`config.mk`:
```
export PLATFORM = sky130hd
export DESIGN_NAME = dpm_mailbox
export DESIGN_NICKNAME = d
export VERILOG_FILES = /design/src/design/dpm_pkg.sv /design/src/design/dpm_mailbox.sv
export SDC_FILE = /design/constraint.sdc
export NUM_CORES = 1
export LEC_CHECK = 0
export BUFFER_PORTS_ARGS = -buffer_cell sky130_fd_sc_hd__clkbuf_2
export CAP_MARGIN = 20
export CORE_MARGIN = 5
export CORE_UTILIZATION = 40
export DETAILED_ROUTE_END_ITERATION = 8
export PLACE_DENSITY_LB_ADDON = 0.2
export SLEW_MARGIN = 20
export SYNTH_ARGS = -nofsm -noshare
export SYNTH_HDL_FRONTEND = slang
export SYNTH_SLANG_ARGS = --single-unit
```
`constraint.sdc`:
```
create_clock -name CORE_CLK_I -period 2.98 [get_ports CORE_CLK_I]
set_input_delay 0.596 -clock CORE_CLK_I [delete_from_list [all_inputs] [get_ports CORE_CLK_I]]
set_output_delay 0.596 -clock CORE_CLK_I [all_outputs]
set_load 0.02 [all_outputs]
```
`src/design/dpm_pkg.sv`:
```
package dpm_pkg;
  localparam int DPM_AW_MAX = 18;
  localparam int DPM_DW = 36;
  localparam int DPM_LANES = 4;
  localparam int DPM_LANE_W = 9;
  localparam int DPM_NPORT = 2;
  localparam int DPM_PORT_L = 0;
  localparam int DPM_PORT_R = 1;
  localparam logic DPM_RW_WRITE = 1'h0;
  localparam logic DPM_FLAG_IDLE = 1'h1;
  localparam logic [DPM_LANES-1:0] DPM_LANES_NONE_N = 4'hF;
  localparam logic [DPM_AW_MAX-1:0] DPM_CNT_CLEAR = 18'h00000;

  typedef struct packed {
    logic sel_low_n;
    logic sel_high;
    logic rw;
    logic [DPM_LANES-1:0] lanes_n;
    logic [DPM_AW_MAX-1:0] addr;
    logic [DPM_DW-1:0] wdata;
  } dpm_req_t;

  typedef struct packed {
    logic [DPM_DW-1:0] rdata;
    logic rvalid;
  } dpm_rsp_t;
endpackage : dpm_pkg

```
`src/design/dpm_mailbox.sv`:
```
`timescale 1ns/10ps
module dpm_mailbox import dpm_pkg::*; #(
  parameter int ADDR_W = DPM_AW_MAX
) (
  input wire logic CORE_CLK_I,
  input wire logic SRST_I,
  input wire logic MASTER_CLEAR_N_I,
  input wire logic L_SELECT_LOW_ACTIVE_N_I,
  input wire logic L_SELECT_HIGH_ACTIVE_I,
  input wire logic L_RW_I,
  input wire logic [DPM_LANES-1:0] L_BYTE_LANE_SELECTS_N_I,
  input wire logic [DPM_AW_MAX-1:0] L_ADDR_I,
  input wire logic [DPM_DW-1:0] L_WDATA_I,
  input wire logic R_SELECT_LOW_ACTIVE_N_I,
  input wire logic R_SELECT_HIGH_ACTIVE_I,
  input wire logic R_RW_I,
  input wire logic [DPM_LANES-1:0] R_BYTE_LANE_SELECTS_N_I,
  input wire logic [DPM_AW_MAX-1:0] R_ADDR_I,
  input wire logic [DPM_DW-1:0] R_WDATA_I,
  output logic L_MAILBOX_FLAG_N_O,
  output logic R_MAILBOX_FLAG_N_O,
  output logic L_COUNTER_WRAP_FLAG_N_O,
  output logic R_COUNTER_WRAP_FLAG_N_O,
  output logic [DPM_AW_MAX-1:0] L_COUNTER_O,
  output logic [DPM_AW_MAX-1:0] R_COUNTER_O,
  output logic [DPM_AW_MAX-1:0] L_MASK_O,
  output logic [DPM_AW_MAX-1:0] R_MASK_O,
  output logic [DPM_DW-1:0] L_RDATA_O,
  output logic L_RVALID_O,
  output logic [DPM_DW-1:0] R_RDATA_O,
  output logic R_RVALID_O
);
  // Only the low ADDR_W bits decode; the top word of that space is the right mailbox
  localparam logic [DPM_AW_MAX-1:0] ADDR_MASK = DPM_AW_MAX'((64'h1 << ADDR_W) - 64'h1);
  localparam logic [DPM_AW_MAX-1:0] MBOX_R = ADDR_MASK;
  localparam logic [DPM_AW_MAX-1:0] MBOX_L = ADDR_MASK - 18'h00001;

  dpm_req_t req_in [DPM_NPORT];
  dpm_req_t s1_r [DPM_NPORT];
  dpm_req_t s1_nxt [DPM_NPORT];
  dpm_req_t s2_r [DPM_NPORT];
  dpm_req_t s2_nxt [DPM_NPORT];
  logic mclr_s1_r, mclr_s1_nxt, mclr_s2_r, mclr_s2_nxt;
  logic mclr_now;
  logic [DPM_AW_MAX-1:0] mbox_addr [DPM_NPORT];
  logic [DPM_NPORT-1:0] sel, wr, rd;
  logic [DPM_NPORT-1:0] hit [DPM_NPORT];
  logic [DPM_NPORT-1:0] set, clr;
  logic [DPM_NPORT-1:0] flag_r, flag_nxt, wrap_r, wrap_nxt;
  logic [DPM_AW_MAX-1:0] cnt_r [DPM_NPORT];
  logic [DPM_AW_MAX-1:0] cnt_nxt [DPM_NPORT];
  logic [DPM_AW_MAX-1:0] mask_r [DPM_NPORT];
  logic [DPM_AW_MAX-1:0] mask_nxt [DPM_NPORT];
  logic [DPM_DW-1:0] mem_r [DPM_NPORT];
  logic [DPM_DW-1:0] mem_nxt [DPM_NPORT];
  dpm_rsp_t rsp_r [DPM_NPORT];
  dpm_rsp_t rsp_nxt [DPM_NPORT];

  assign req_in[DPM_PORT_L] = '{L_SELECT_LOW_ACTIVE_N_I, L_SELECT_HIGH_ACTIVE_I, L_RW_I,
                                L_BYTE_LANE_SELECTS_N_I, L_ADDR_I, L_WDATA_I};
  assign req_in[DPM_PORT_R] = '{R_SELECT_LOW_ACTIVE_N_I, R_SELECT_HIGH_ACTIVE_I, R_RW_I,
                                R_BYTE_LANE_SELECTS_N_I, R_ADDR_I, R_WDATA_I};
  assign mbox_addr[DPM_PORT_L] = MBOX_L;
  assign mbox_addr[DPM_PORT_R] = MBOX_R;

  // Pin synchronisers; master clear is sampled through two flops like the pins and acts on both ports at once
  always_comb begin
    s1_nxt = req_in;
    s2_nxt = s1_r;
    mclr_s1_nxt = MASTER_CLEAR_N_I;
    mclr_s2_nxt = mclr_s1_r;
  end

  always_ff @(posedge CORE_CLK_I) begin
    if (SRST_I) begin
      for (int p = 0; p < DPM_NPORT; p++) begin
        s1_r[p] <= '{1'h1, 1'h0, 1'h1, DPM_LANES_NONE_N, DPM_CNT_CLEAR, 36'h000000000};
        s2_r[p] <= '{1'h1, 1'h0, 1'h1, DPM_LANES_NONE_N, DPM_CNT_CLEAR, 36'h000000000};
      end
      mclr_s1_r <= 1'h1;
      mclr_s2_r <= 1'h1;
    end else begin
      s1_r <= s1_nxt;
      s2_r <= s2_nxt;
      mclr_s1_r <= mclr_s1_nxt;
      mclr_s2_r <= mclr_s2_nxt;
    end
  end

  assign mclr_now = !mclr_s2_r;

  // Access decode; output enable is not an input here, so it cannot touch the flags
  always_comb begin
    for (int p = 0; p < DPM_NPORT; p++) begin
      sel[p] = !s2_r[p].sel_low_n && s2_r[p].sel_high;
      wr[p] = sel[p] && (s2_r[p].lanes_n != DPM_LANES_NONE_N) && (s2_r[p].rw == DPM_RW_WRITE);
      rd[p] = sel[p] && (s2_r[p].lanes_n != DPM_LANES_NONE_N) && (s2_r[p].rw != DPM_RW_WRITE);
      for (int m = 0; m < DPM_NPORT; m++) begin
        hit[p][m] = (s2_r[p].addr & ADDR_MASK) == mbox_addr[m];
      end
    end
    for (int p = 0; p < DPM_NPORT; p++) begin
      set[p] = wr[1-p] && hit[1-p][p];
      clr[p] = rd[p] && hit[p][p];
    end
  end

  always_comb begin
    for (int p = 0; p < DPM_NPORT; p++) begin
      flag_nxt[p] = flag_r[p];
      if (clr[p]) begin
        flag_nxt[p] = DPM_FLAG_IDLE;
      end
      // A set in the same edge as the owner's read wins
      if (set[p]) begin
        flag_nxt[p] = !DPM_FLAG_IDLE;
      end
      wrap_nxt[p] = wrap_r[p];
      cnt_nxt[p] = cnt_r[p];
      mask_nxt[p] = mask_r[p];
      if (mclr_now) begin
        flag_nxt[p] = DPM_FLAG_IDLE;
        wrap_nxt[p] = DPM_FLAG_IDLE;
        cnt_nxt[p] = DPM_CNT_CLEAR;
        mask_nxt[p] = ADDR_MASK;
      end
    end
  end

  // Mailbox storage; a same-edge write to one word by both ports leaves the right port's bytes
  always_comb begin
    mem_nxt = mem_r;
    for (int p = 0; p < DPM_NPORT; p++) begin
      for (int m = 0; m < DPM_NPORT; m++) begin
        if (wr[p] && hit[p][m]) begin
          for (int k = 0; k < DPM_LANES; k++) begin
            if (!s2_r[p].lanes_n[k]) begin
              mem_nxt[m][k*DPM_LANE_W +: DPM_LANE_W] = s2_r[p].wdata[k*DPM_LANE_W +: DPM_LANE_W];
            end
          end
        end
      end
    end
    for (int p = 0; p < DPM_NPORT; p++) begin
      rsp_nxt[p].rvalid = rd[p] && (hit[p] != 2'h0);
      rsp_nxt[p].rdata = 36'h000000000;
      for (int m = 0; m < DPM_NPORT; m++) begin
        if (rd[p] && hit[p][m]) begin
          for (int k = 0; k < DPM_LANES; k++) begin
            if (!s2_r[p].lanes_n[k]) begin
              rsp_nxt[p].rdata[k*DPM_LANE_W +: DPM_LANE_W] = mem_r[m][k*DPM_LANE_W +: DPM_LANE_W];
            end
          end
        end
      end
    end
  end

  always_ff @(posedge CORE_CLK_I) begin
    if (SRST_I) begin
      flag_r <= {DPM_NPORT{DPM_FLAG_IDLE}};
      wrap_r <= {DPM_NPORT{DPM_FLAG_IDLE}};
      for (int p = 0; p < DPM_NPORT; p++) begin
        cnt_r[p] <= DPM_CNT_CLEAR;
        mask_r[p] <= ADDR_MASK;
        mem_r[p] <= 36'h000000000;
        rsp_r[p] <= '{36'h000000000, 1'h0};
      end
    end else begin
      flag_r <= flag_nxt;
      wrap_r <= wrap_nxt;
      cnt_r <= cnt_nxt;
      mask_r <= mask_nxt;
      mem_r <= mem_nxt;
      rsp_r <= rsp_nxt;
    end
  end

  assign L_MAILBOX_FLAG_N_O = flag_r[DPM_PORT_L];
  assign R_MAILBOX_FLAG_N_O = flag_r[DPM_PORT_R];
  assign L_COUNTER_WRAP_FLAG_N_O = wrap_r[DPM_PORT_L];
  assign R_COUNTER_WRAP_FLAG_N_O = wrap_r[DPM_PORT_R];
  assign L_COUNTER_O = cnt_r[DPM_PORT_L];
  assign R_COUNTER_O = cnt_r[DPM_PORT_R];
  assign L_MASK_O = mask_r[DPM_PORT_L];
  assign R_MASK_O = mask_r[DPM_PORT_R];
  assign L_RDATA_O = rsp_r[DPM_PORT_L].rdata;
  assign L_RVALID_O = rsp_r[DPM_PORT_L].rvalid;
  assign R_RDATA_O = rsp_r[DPM_PORT_R].rdata;
  assign R_RVALID_O = rsp_r[DPM_PORT_R].rvalid;
endmodule : dpm_mailbox

```
==> impl_metrics.ini, run 1 <==
[setup_path]
reg2reg_slack_ns = 0.47
crit_type = register to register
crit_arrival_ns = 2.93
reg2reg_from = s2_r[114]
end_kind = register
r2r_cells = 5
rr_endpoint = mem_r[10]
required_ns = 3.41
worst-path-max-fanout = 9
start_kind = register

[floorplan]
fp.dieW_um = 194.5
initial_core_util_pct = 40.52
io_pins = 275
rows = 67
die_area_um2 = 37850
fp.dieH_um = 194.5
core_um2 = 33620

[global_routing]
grt_use_total_pct = 15.31
antenna_found_initial = 0
grt_max_degree = 213
grt_pass1_wl_um = 47450
grt_pass1_vias = 8698
overflow = 0

[drt]
wire_per_inst_um = 15.48
drtPass1Iterations = 5
drt-total-wl_um = 29790
via_count = 8668
first_iter_violations = 596
vias_per_cell = 4.503
route.detailed.drc = 0
ant_nets = 0

[pwr]
power_density_nw_per_um2 = 699.5
ir_worst_vdd_v = 0.0004484
leakagePower_nw = 6.632

[sta]
worst_pin_slew_ns = 0.9820
finalCriticalPeriod_ns = 2.506
hold_viol = 0
fin_crit_sh_pct = 84.10
clock.fmax_mhz = 399.0
setup_viol = 0
slew_headroom_pct = 34.53
maxSlewViolCount = 0
rsz0062_at_grt = false
skew_ns = 0.008097
setup_tns_ns = 0

[finish]
drive_gt1_share_pct = 23.70
final_util_pct = 48.13
multi_input_area_um2 = 5137
finish.instance_area_um2 = 16180
final_cells = 1925
n_fill_cell = 3155
area_delta_synth_final_pct = 18.78
register_area_um2 = 7890
antenna_cells = 0
final_nets = 1571

[placed_design]
dp.cells = 1851
dpl.hpwl_um = 20770
place.gp.congestion = 0.7888
place_area_um2 = 14700
port_buffers = 200

[synth]
ys_seq_area_share_pct = 57.90
ys_warn_count = 0
netlist_instances = 1269
synth_cell_types = 39
syn_area_per_cell_um2 = 10.73
synth_area_um2 = 13620
synth_seq_cells = 394

[run]
maxCapViolations = 0

[clocking]
root_buffer = clkbuf_16
post-cts-setup-buffers = 0
cts_hold_buf = 0
cts_tree = done
clockBufferDepth = 3
htreeDepth = 2
cts_buffers = 41
clk_latency_ns = 0.52
cts_sinks = 394
clk_pin_slew_ns = 0.06
post_cts_resized = 0

[worst_hold_path]
min_to = s1_r[121]
hp-start = L_SELECT_LOW_ACTIVE_N_I
hold_path_class = input pin to register
hold_path_depth = 2

[outcome]
outcome = finished clean
-- sequential cells by signal (all words and copies together), names as in the netlist --
name	count
s2_r	122
R_RVALID_O	1
s1_r	122
L_RDATA_O	36
flag_r	2
mclr_s1_r	1
mem_r	72
mclr_s2_r	1
L_RVALID_O	1
R_RDATA_O	36
-- critical path, stage by stage (launching register included) --
cell      delay, ns
dfxtp_1        0.31
nand3_1        0.12
or4_1          0.69
or4_1          0.83
mux2i_1        0.21
a211oi_1       0.25
-- cells in the mapped netlist --
master / instances / area [µm²]
a211o_1: 9 / 78.83
a211oi_1: 58 / 435.4
a21boi_0: 2 / 15.01
a41o_1: 1 / 10.01
a41oi_1: 2 / 17.52
and2_1: 1 / 6.260
and3_1: 7 / 43.79
and4_1: 1 / 8.760
and4b_1: 1 / 10.01
buf_1: 13 / 48.80
buf_4: 75 / 563.0
buf_6: 5 / 56.30
clkbuf_1: 56 / 210.2
conb_1: 2 / 7.510
dfxtp_1: 394 / 7888
inv_1: 2 / 7.510
mux2i_1: 133 / 1331
nand2_1: 9 / 33.78
nand2b_1: 4 / 25.02
nand3_1: 14 / 70.07
nand3b_1: 1 / 7.510
nand4_1: 16 / 100.1
nand4b_1: 3 / 26.28
nor2_1: 115 / 431.7
nor2_2: 18 / 112.6
nor2b_1: 224 / 1401
nor3_1: 10 / 50.05
nor3_2: 1 / 10.01
nor4_1: 5 / 31.28
nor4_4: 3 / 63.81
nor4b_1: 2 / 17.52
nor4bb_1: 1 / 10.01
o211ai_1: 3 / 22.52
o21ai_0: 24 / 120.1
or2_1: 4 / 25.02
or2_2: 42 / 262.8
or3_1: 3 / 18.77
or4_1: 4 / 30.03
or4b_4: 1 / 13.76
-- worst max path at each step --
| stage | from | endpoint | depth (start not counted) |
|---|---|---|---|
| after global placement | s2_r[114] | mem_r[12] | 5 |
| after detailed placement | s2_r[114] | mem_r[10] | 5 |
| after floorplan | s2_r[121] | mem_r[10] | 6 |
| after global routing | s2_r[121] | mem_r[17] | 5 |
| after CTS | s2_r[114] | mem_r[10] | 5 |
| final | s2_r[114] | mem_r[10] | 5 |
-- per-stage QoR --
| stage | setup slack (ns) | hold slack, ns | total power (W) |
|---|---|---|---|
| floorplan | 0.8356 | 0.3694 | 0.005927 |
| global placement | 0.5251 | 0.3934 | 0.005997 |
| detailed placement | 0.4914 | 0.3981 | 0.005999 |
| CTS | 0.4644 | 0.2333 | 0.01147 |
| global route | 0.3616 | 0.2408 | 0.01176 |
| finish | 0.4739 | 0.2545 | 0.01132 |
-- logic make-up after synthesis --
| group | after synthesis | share of synthesized area (%) |
|---|---|---|
| buffers and inverters | 151 | 6.503 |
| AO/OA/AOI/OAI | 99 | 5.135 |
| flip-flops | 394 | 57.90 |
| other | 2 | 0.05513 |
| AND/OR/NAND/NOR | 490 | 20.63 |
| multiplexers | 133 | 9.773 |
-- where the power goes --
group / switching [W] / internal, W / total, W / leakage [nW]
combinational: 0.000232 / 0.000165 / 0.000397 / 2.68
clock: 0.00200 / 0.00344 / 0.00544 / 0.728
sequential: 0.0000611 / 0.00542 / 0.00548 / 3.23
-- cells in the final DEF, fill, tap and decap left out, types with 10 or more instances in the layout --
master	instances
dfxtp_1	392
nor2b_1	224
clkbuf_2	199
mux2i_1	133
nor2_1	115
conb_1	74
a211oi_1	58
clkbuf_16	43
or2_2	42
o21ai_0	24
nor2_2	18
nand4_1	16
nand3_1	14
nor3_1	10
buf_4	10
-- cell type report --
class                           count  area share, %
Tap cell                          448          3.464
Clock inverter                     18          1.693
Sequential cell                   394          48.76
Inverter                            2        0.04640
Multi-Input combinational cell    796          31.75
Clock buffer                       56          7.447
Timing Repair Buffer              211          6.836
-- layer usage --
layer / global-route usage, % / up-vias / wire [µm]
li1: - / 4419 / -
met1: 20.73 / 3930 / 13690
met2: 24.88 / 268 / 13720
met3: 3.601 / 51 / 1867
met4: 3.828 / 0 / 517
met5: 0 / - / 0
Power figures use the tool's default switching activity.
==> run 2: changes to the inputs <==
==> constraint.sdc (replaced) <==
create_clock -name CORE_CLK_I -period 2.45 [get_ports CORE_CLK_I]
set_input_delay 0.49 -clock CORE_CLK_I [delete_from_list [all_inputs] [get_ports CORE_CLK_I]]
set_output_delay 0.49 -clock CORE_CLK_I [all_outputs]
set_load 0.02 [all_outputs]
==> impl_metrics.ini, run 2 (synthesized netlist as in run 1, its figures left out) <==
[outcome]
outcome = finished clean

[floorplan]
fp.dieW_um = 194.5
fp.dieH_um = 194.5
die_area_um2 = 37850
core_um2 = 33620
rows = 67
initial_core_util_pct = 40.52
io_pins = 275

[sta]
setup_viol = 0
clock.fmax_mhz = 423.8
rsz0062_at_grt = false
slew_headroom_pct = 46.02
setup_tns_ns = 0
worst_pin_slew_ns = 0.8097
skew_ns = 0.01423
maxSlewViolCount = 0
hold_viol = 0
finalCriticalPeriod_ns = 2.359
fin_crit_sh_pct = 96.30

[worst_hold_path]
hold_path_class = input pin to register
min_to = s1_r[121]
hp-start = L_SELECT_LOW_ACTIVE_N_I
hold_path_depth = 2

[placed_design]
place.gp.congestion = 0.8104
port_buffers = 200
place_area_um2 = 14770
dpl.hpwl_um = 21000
dp.cells = 1860

[clocking]
htreeDepth = 2
cts_buffers = 41
clk_pin_slew_ns = 0.06
cts_sinks = 394
cts_hold_buf = 0
cts_tree = done
clk_latency_ns = 0.52
post-cts-setup-buffers = 0
root_buffer = clkbuf_16
clockBufferDepth = 3

[drt]
wire_per_inst_um = 15.31
via_count = 8729
drt-total-wl_um = 29600
drtPass1Iterations = 5
ant_nets = 0
vias_per_cell = 4.516
route.detailed.drc = 0
first_iter_violations = 406

[pwr]
swShare_pct = 20.60
p_int_w = 0.01069
leakagePower_nw = 6.635
ir_worst_vdd_v = 0.0005167
seqPwrFrac_pct = 49.5
combPwrFrac_pct = 3.6
pwr-share-clk_pct = 46.9
p_total_w = 0.01347
power_switching_w = 0.002774
power_density_nw_per_um2 = 832.7

[setup_path]
end_kind = register
r2r_cells = 5
reg2reg_from = s2_r[121]
crit_type = register to register
crit_arrival_ns = 2.81
start_kind = register
required_ns = 2.90
rr_endpoint = L_RDATA_O[17]
worst-path-max-fanout = 9
reg2reg_slack_ns = 0.09

[finish]
antenna_cells = 0
most-common-layout-cells = 392 x dfxtp_1, 224 x nor2b_1, 199 x clkbuf_2
finish.instance_area_um2 = 16170
biggestRegsByFlops = s1_r (122), s2_r (122), mem_r (72)
final_cells = 1933
final_nets = 1580
drive_gt1_share_pct = 23.97
n_fill_cell = 3191
area_delta_synth_final_pct = 18.71
mostFrequentLayoutCell = dfxtp_1

[global_routing]
overflow = 0
grt_pass1_vias = 8718
grt_max_degree = 174
antenna_found_initial = 0
grt_pass1_wl_um = 46820
grt_use_total_pct = 15.09

[run]
maxCapViolations = 0
run 2: final cells by class:
type,instances,area [µm²],share of cell area [%]
well taps,448,560.5,3.466
flip-flops and latches,394,7890,48.79
repair buffers,220,1174,7.258
multi-input cells,796,5137,31.77
clock inverters,17,226.5,1.400
inverters,2,7.507,0.04643
clock buffers,56,1175,7.266
run 2: timing repair:
item,in CTS,in global routing
gates resized for setup,0,1
endpoints found under the hold margin,0,0
endpoints found under the setup margin,0,9
run 2: per-layer routing:
layer  vias to the layer above  global-route usage (%)  part of all wire (%)  routed length (µm)
met4                         0                   5.052                   2.8                 830
met3                        60                   3.220                   5.5                1642
met5                         -                       0                     0                   0
met1                      4003                   20.17                    46               13580
li1                       4432                       -                     -                   -
met2                       234                   24.43                    46               13540
run 2: stage by stage:
step / utilization (%) / hold WS (ns) / setup slack, ns
floorplan: - / 0.3694 / 0.3056
detailed placement: 43.93 / 0.3933 / 0.06795
global route: 48.10 / 0.1456 / 0.01347
CTS: 48.10 / 0.1334 / 0.05065
global placement: 43.93 / 0.3950 / 0.1130
finish: 48.10 / 0.1585 / 0.09061
run 2: how the worst max path moves through the flow:
stage,startpoint,slack (ns),end,depth (start not counted)
after floorplan,s2_r[121],0.31,mem_r[10],6
after global placement,s2_r[121],0.11,L_RDATA_O[12],5
after detailed placement,s2_r[121],0.07,L_RDATA_O[14],5
after CTS,s2_r[121],0.05,L_RDATA_O[17],5
after global routing,s2_r[121],0.01,L_RDATA_O[23],5
final,s2_r[121],0.09,L_RDATA_O[17],5
run 2: power groups by stage:
stage          clock, W  sequential [W]  combinational (W)
2_1_floorplan         0         0.00678           0.000432
3_3_place_gp          0         0.00681           0.000482
3_5_place_dp          0         0.00681           0.000485
4_1_cts         0.00649         0.00667           0.000487
5_1_grt         0.00676         0.00669           0.000533
6_report        0.00631         0.00667           0.000483
run 2: worst max-delay path: stages (launching register included):
cell      delay [ns]
dfxtp_1         0.30
nand4b_1        0.19
or4_1           0.64
or4b_4          0.56
or2_2           0.44
nor2_2          0.16
==> run 3: changes to the inputs <==
--- a/config.mk
+++ b/config.mk
@@ -11,6 +11,7 @@
 export CORE_UTILIZATION = 40
 export DETAILED_ROUTE_END_ITERATION = 8
 export PLACE_DENSITY_LB_ADDON = 0.2
+export RECOVER_POWER = 50
 export SLEW_MARGIN = 20
 export SYNTH_ARGS = -nofsm -noshare
 export SYNTH_HDL_FRONTEND = slang
==> impl_metrics.ini, run 3 (synthesized netlist as in run 1, its figures left out) <==
[floorplan]
fp.dieH_um = 194.5
initial_core_util_pct = 40.52
rows = 67
core_um2 = 33620
io_pins = 275
fp.dieW_um = 194.5
die_area_um2 = 37850

[placed_design]
port_buffers = 200
place_area_um2 = 14770
place.gp.congestion = 0.8104
dpl.hpwl_um = 21000

[setup_path]
start_kind = register
crit_type = register to register
required_ns = 2.90
reg2reg_slack_ns = 0.09
worst-path-max-fanout = 9
crit_arrival_ns = 2.81
end_kind = register

[pwr]
p_total_w = 0.01347
p_int_w = 0.01069
seqPwrFrac_pct = 49.5
combPwrFrac_pct = 3.6
leakagePower_nw = 6.634
swShare_pct = 20.60
pwr-share-clk_pct = 46.9
power_density_nw_per_um2 = 832.9
ir_worst_vdd_v = 0.0005167
power_switching_w = 0.002774

[global_routing]
grt_pass1_vias = 8718
grt_use_total_pct = 15.09
grt_pass1_wl_um = 46820
top_usage_layer = met2
overflow = 0
grtUsageMet1_pct = 20.17
antenna_found_initial = 0
met2_usage_pct = 24.43
use_met3_pct = 3.220
grt_max_degree = 174

[clocking]
root_buffer = clkbuf_16
clk_pin_slew_ns = 0.06
cts_hold_buf = 0
clockBufferDepth = 3
cts_sinks = 394
clk_latency_ns = 0.52
cts_buffers = 41
htreeDepth = 2
cts_tree = done

[sta]
finalCriticalPeriod_ns = 2.359
setup_viol = 0
hold_viol = 0
whs_ns = 0.1585
setup_tns_ns = 0
fin_crit_sh_pct = 96.30
rsz0062_at_grt = false
clock.fmax_mhz = 423.8
slew_headroom_pct = -4.934
skew_ns = 0.01423
worst_pin_slew_ns = 1.574
maxSlewViolCount = 92

[drt]
ant_nets = 0
vias_per_cell = 4.516
drtPass1Iterations = 5
via_count = 8729
route.detailed.drc = 0
first_iter_violations = 406
wire_per_inst_um = 15.31
drt-total-wl_um = 29600

[worst_hold_path]
hold_path_class = input pin to register

[outcome]
violations = capacitance limit, slew limit
outcome = finished, violations left

[finish]
final_util_pct = 48.10
most-common-layout-cells = 392 x dfxtp_1, 224 x nor2b_1, 200 x clkbuf_2
antenna_cells = 0
multi_input_area_um2 = 5137
register_area_um2 = 7890
drive_gt1_share_pct = 23.97
area_delta_synth_final_pct = 18.69
n_fill_cell = 3192
biggestRegsByFlops = s1_r (122), s2_r (122), mem_r (72)
mostFrequentLayoutCell = dfxtp_1
finish.instance_area_um2 = 16170
final_nets = 1580

[run]
maxCapViolations = 1
[run 3: changes by cell type in the layout (fill, tap and decap cells not counted)]
cell | before | now
buf_4 | 19 | 18
clkbuf_2 | 199 | 200
[run 3: layout make-up]
| type | instances | area share (%) |
|---|---|---|
| clock buffers | 56 | 7.267 |
| multi-input cells | 796 | 31.78 |
| repair buffers | 220 | 7.243 |
| well taps | 448 | 3.467 |
| clock inverters | 17 | 1.401 |
| flip-flops and latches | 394 | 48.80 |
| inverters | 2 | 0.04643 |
[run 3: worst max-delay path, cell delays in order (launching register included)]
cell	delay, ns
dfxtp_1	0.30
nand4b_1	0.19
or4_1	0.64
or4b_4	0.56
or2_2	0.44
nor2_2	0.16
[run 3: final timing paths]
check	to	startpoint	cells past startpoint
worst min register to register	s2_r[115]	s1_r[115]	1
worst max register to register	L_RDATA_O[17]	s2_r[121]	5
worst max-delay path	L_RDATA_O[17]	s2_r[121]	5
worst min-delay path	s1_r[121]	L_SELECT_LOW_ACTIVE_N_I	2
[run 3: what timing repair did]
action | in CTS | in global routing
setup buffers | 0 | 0
setup endpoints to repair | 0 | 9
endpoints found under the hold margin | 0 | 0
resized for setup | 0 | 1
[run 3: power groups by stage]
stage	registers (W)	clock network, W	logic, W
3_3_place_gp	0.00681	0	0.000482
2_1_floorplan	0.00678	0	0.000432
3_5_place_dp	0.00681	0	0.000485
5_1_grt	0.00669	0.00676	0.000534
6_report	0.00667	0.00631	0.000484
4_1_cts	0.00667	0.00649	0.000487
[run 3: per-stage QoR]
step | setup slack, ns | std cells
6_report | 0.09061 | 1933
5_1_grt | 0.01347 | 1933
4_1_cts | 0.05065 | 1933
3_5_place_dp | 0.06795 | 1860
3_3_place_gp | 0.1130 | 1860
2_1_floorplan | 0.3056 | 1341
[run 3: metal layers]
layer / routed length (µm) / up-vias / part of all wire [%]
met5: 0 / - / 0
met1: 13580 / 4003 / 46
met2: 13540 / 234 / 46
met3: 1642 / 60 / 5.5
met4: 830 / 0 / 2.8
li1: - / 4432 / -
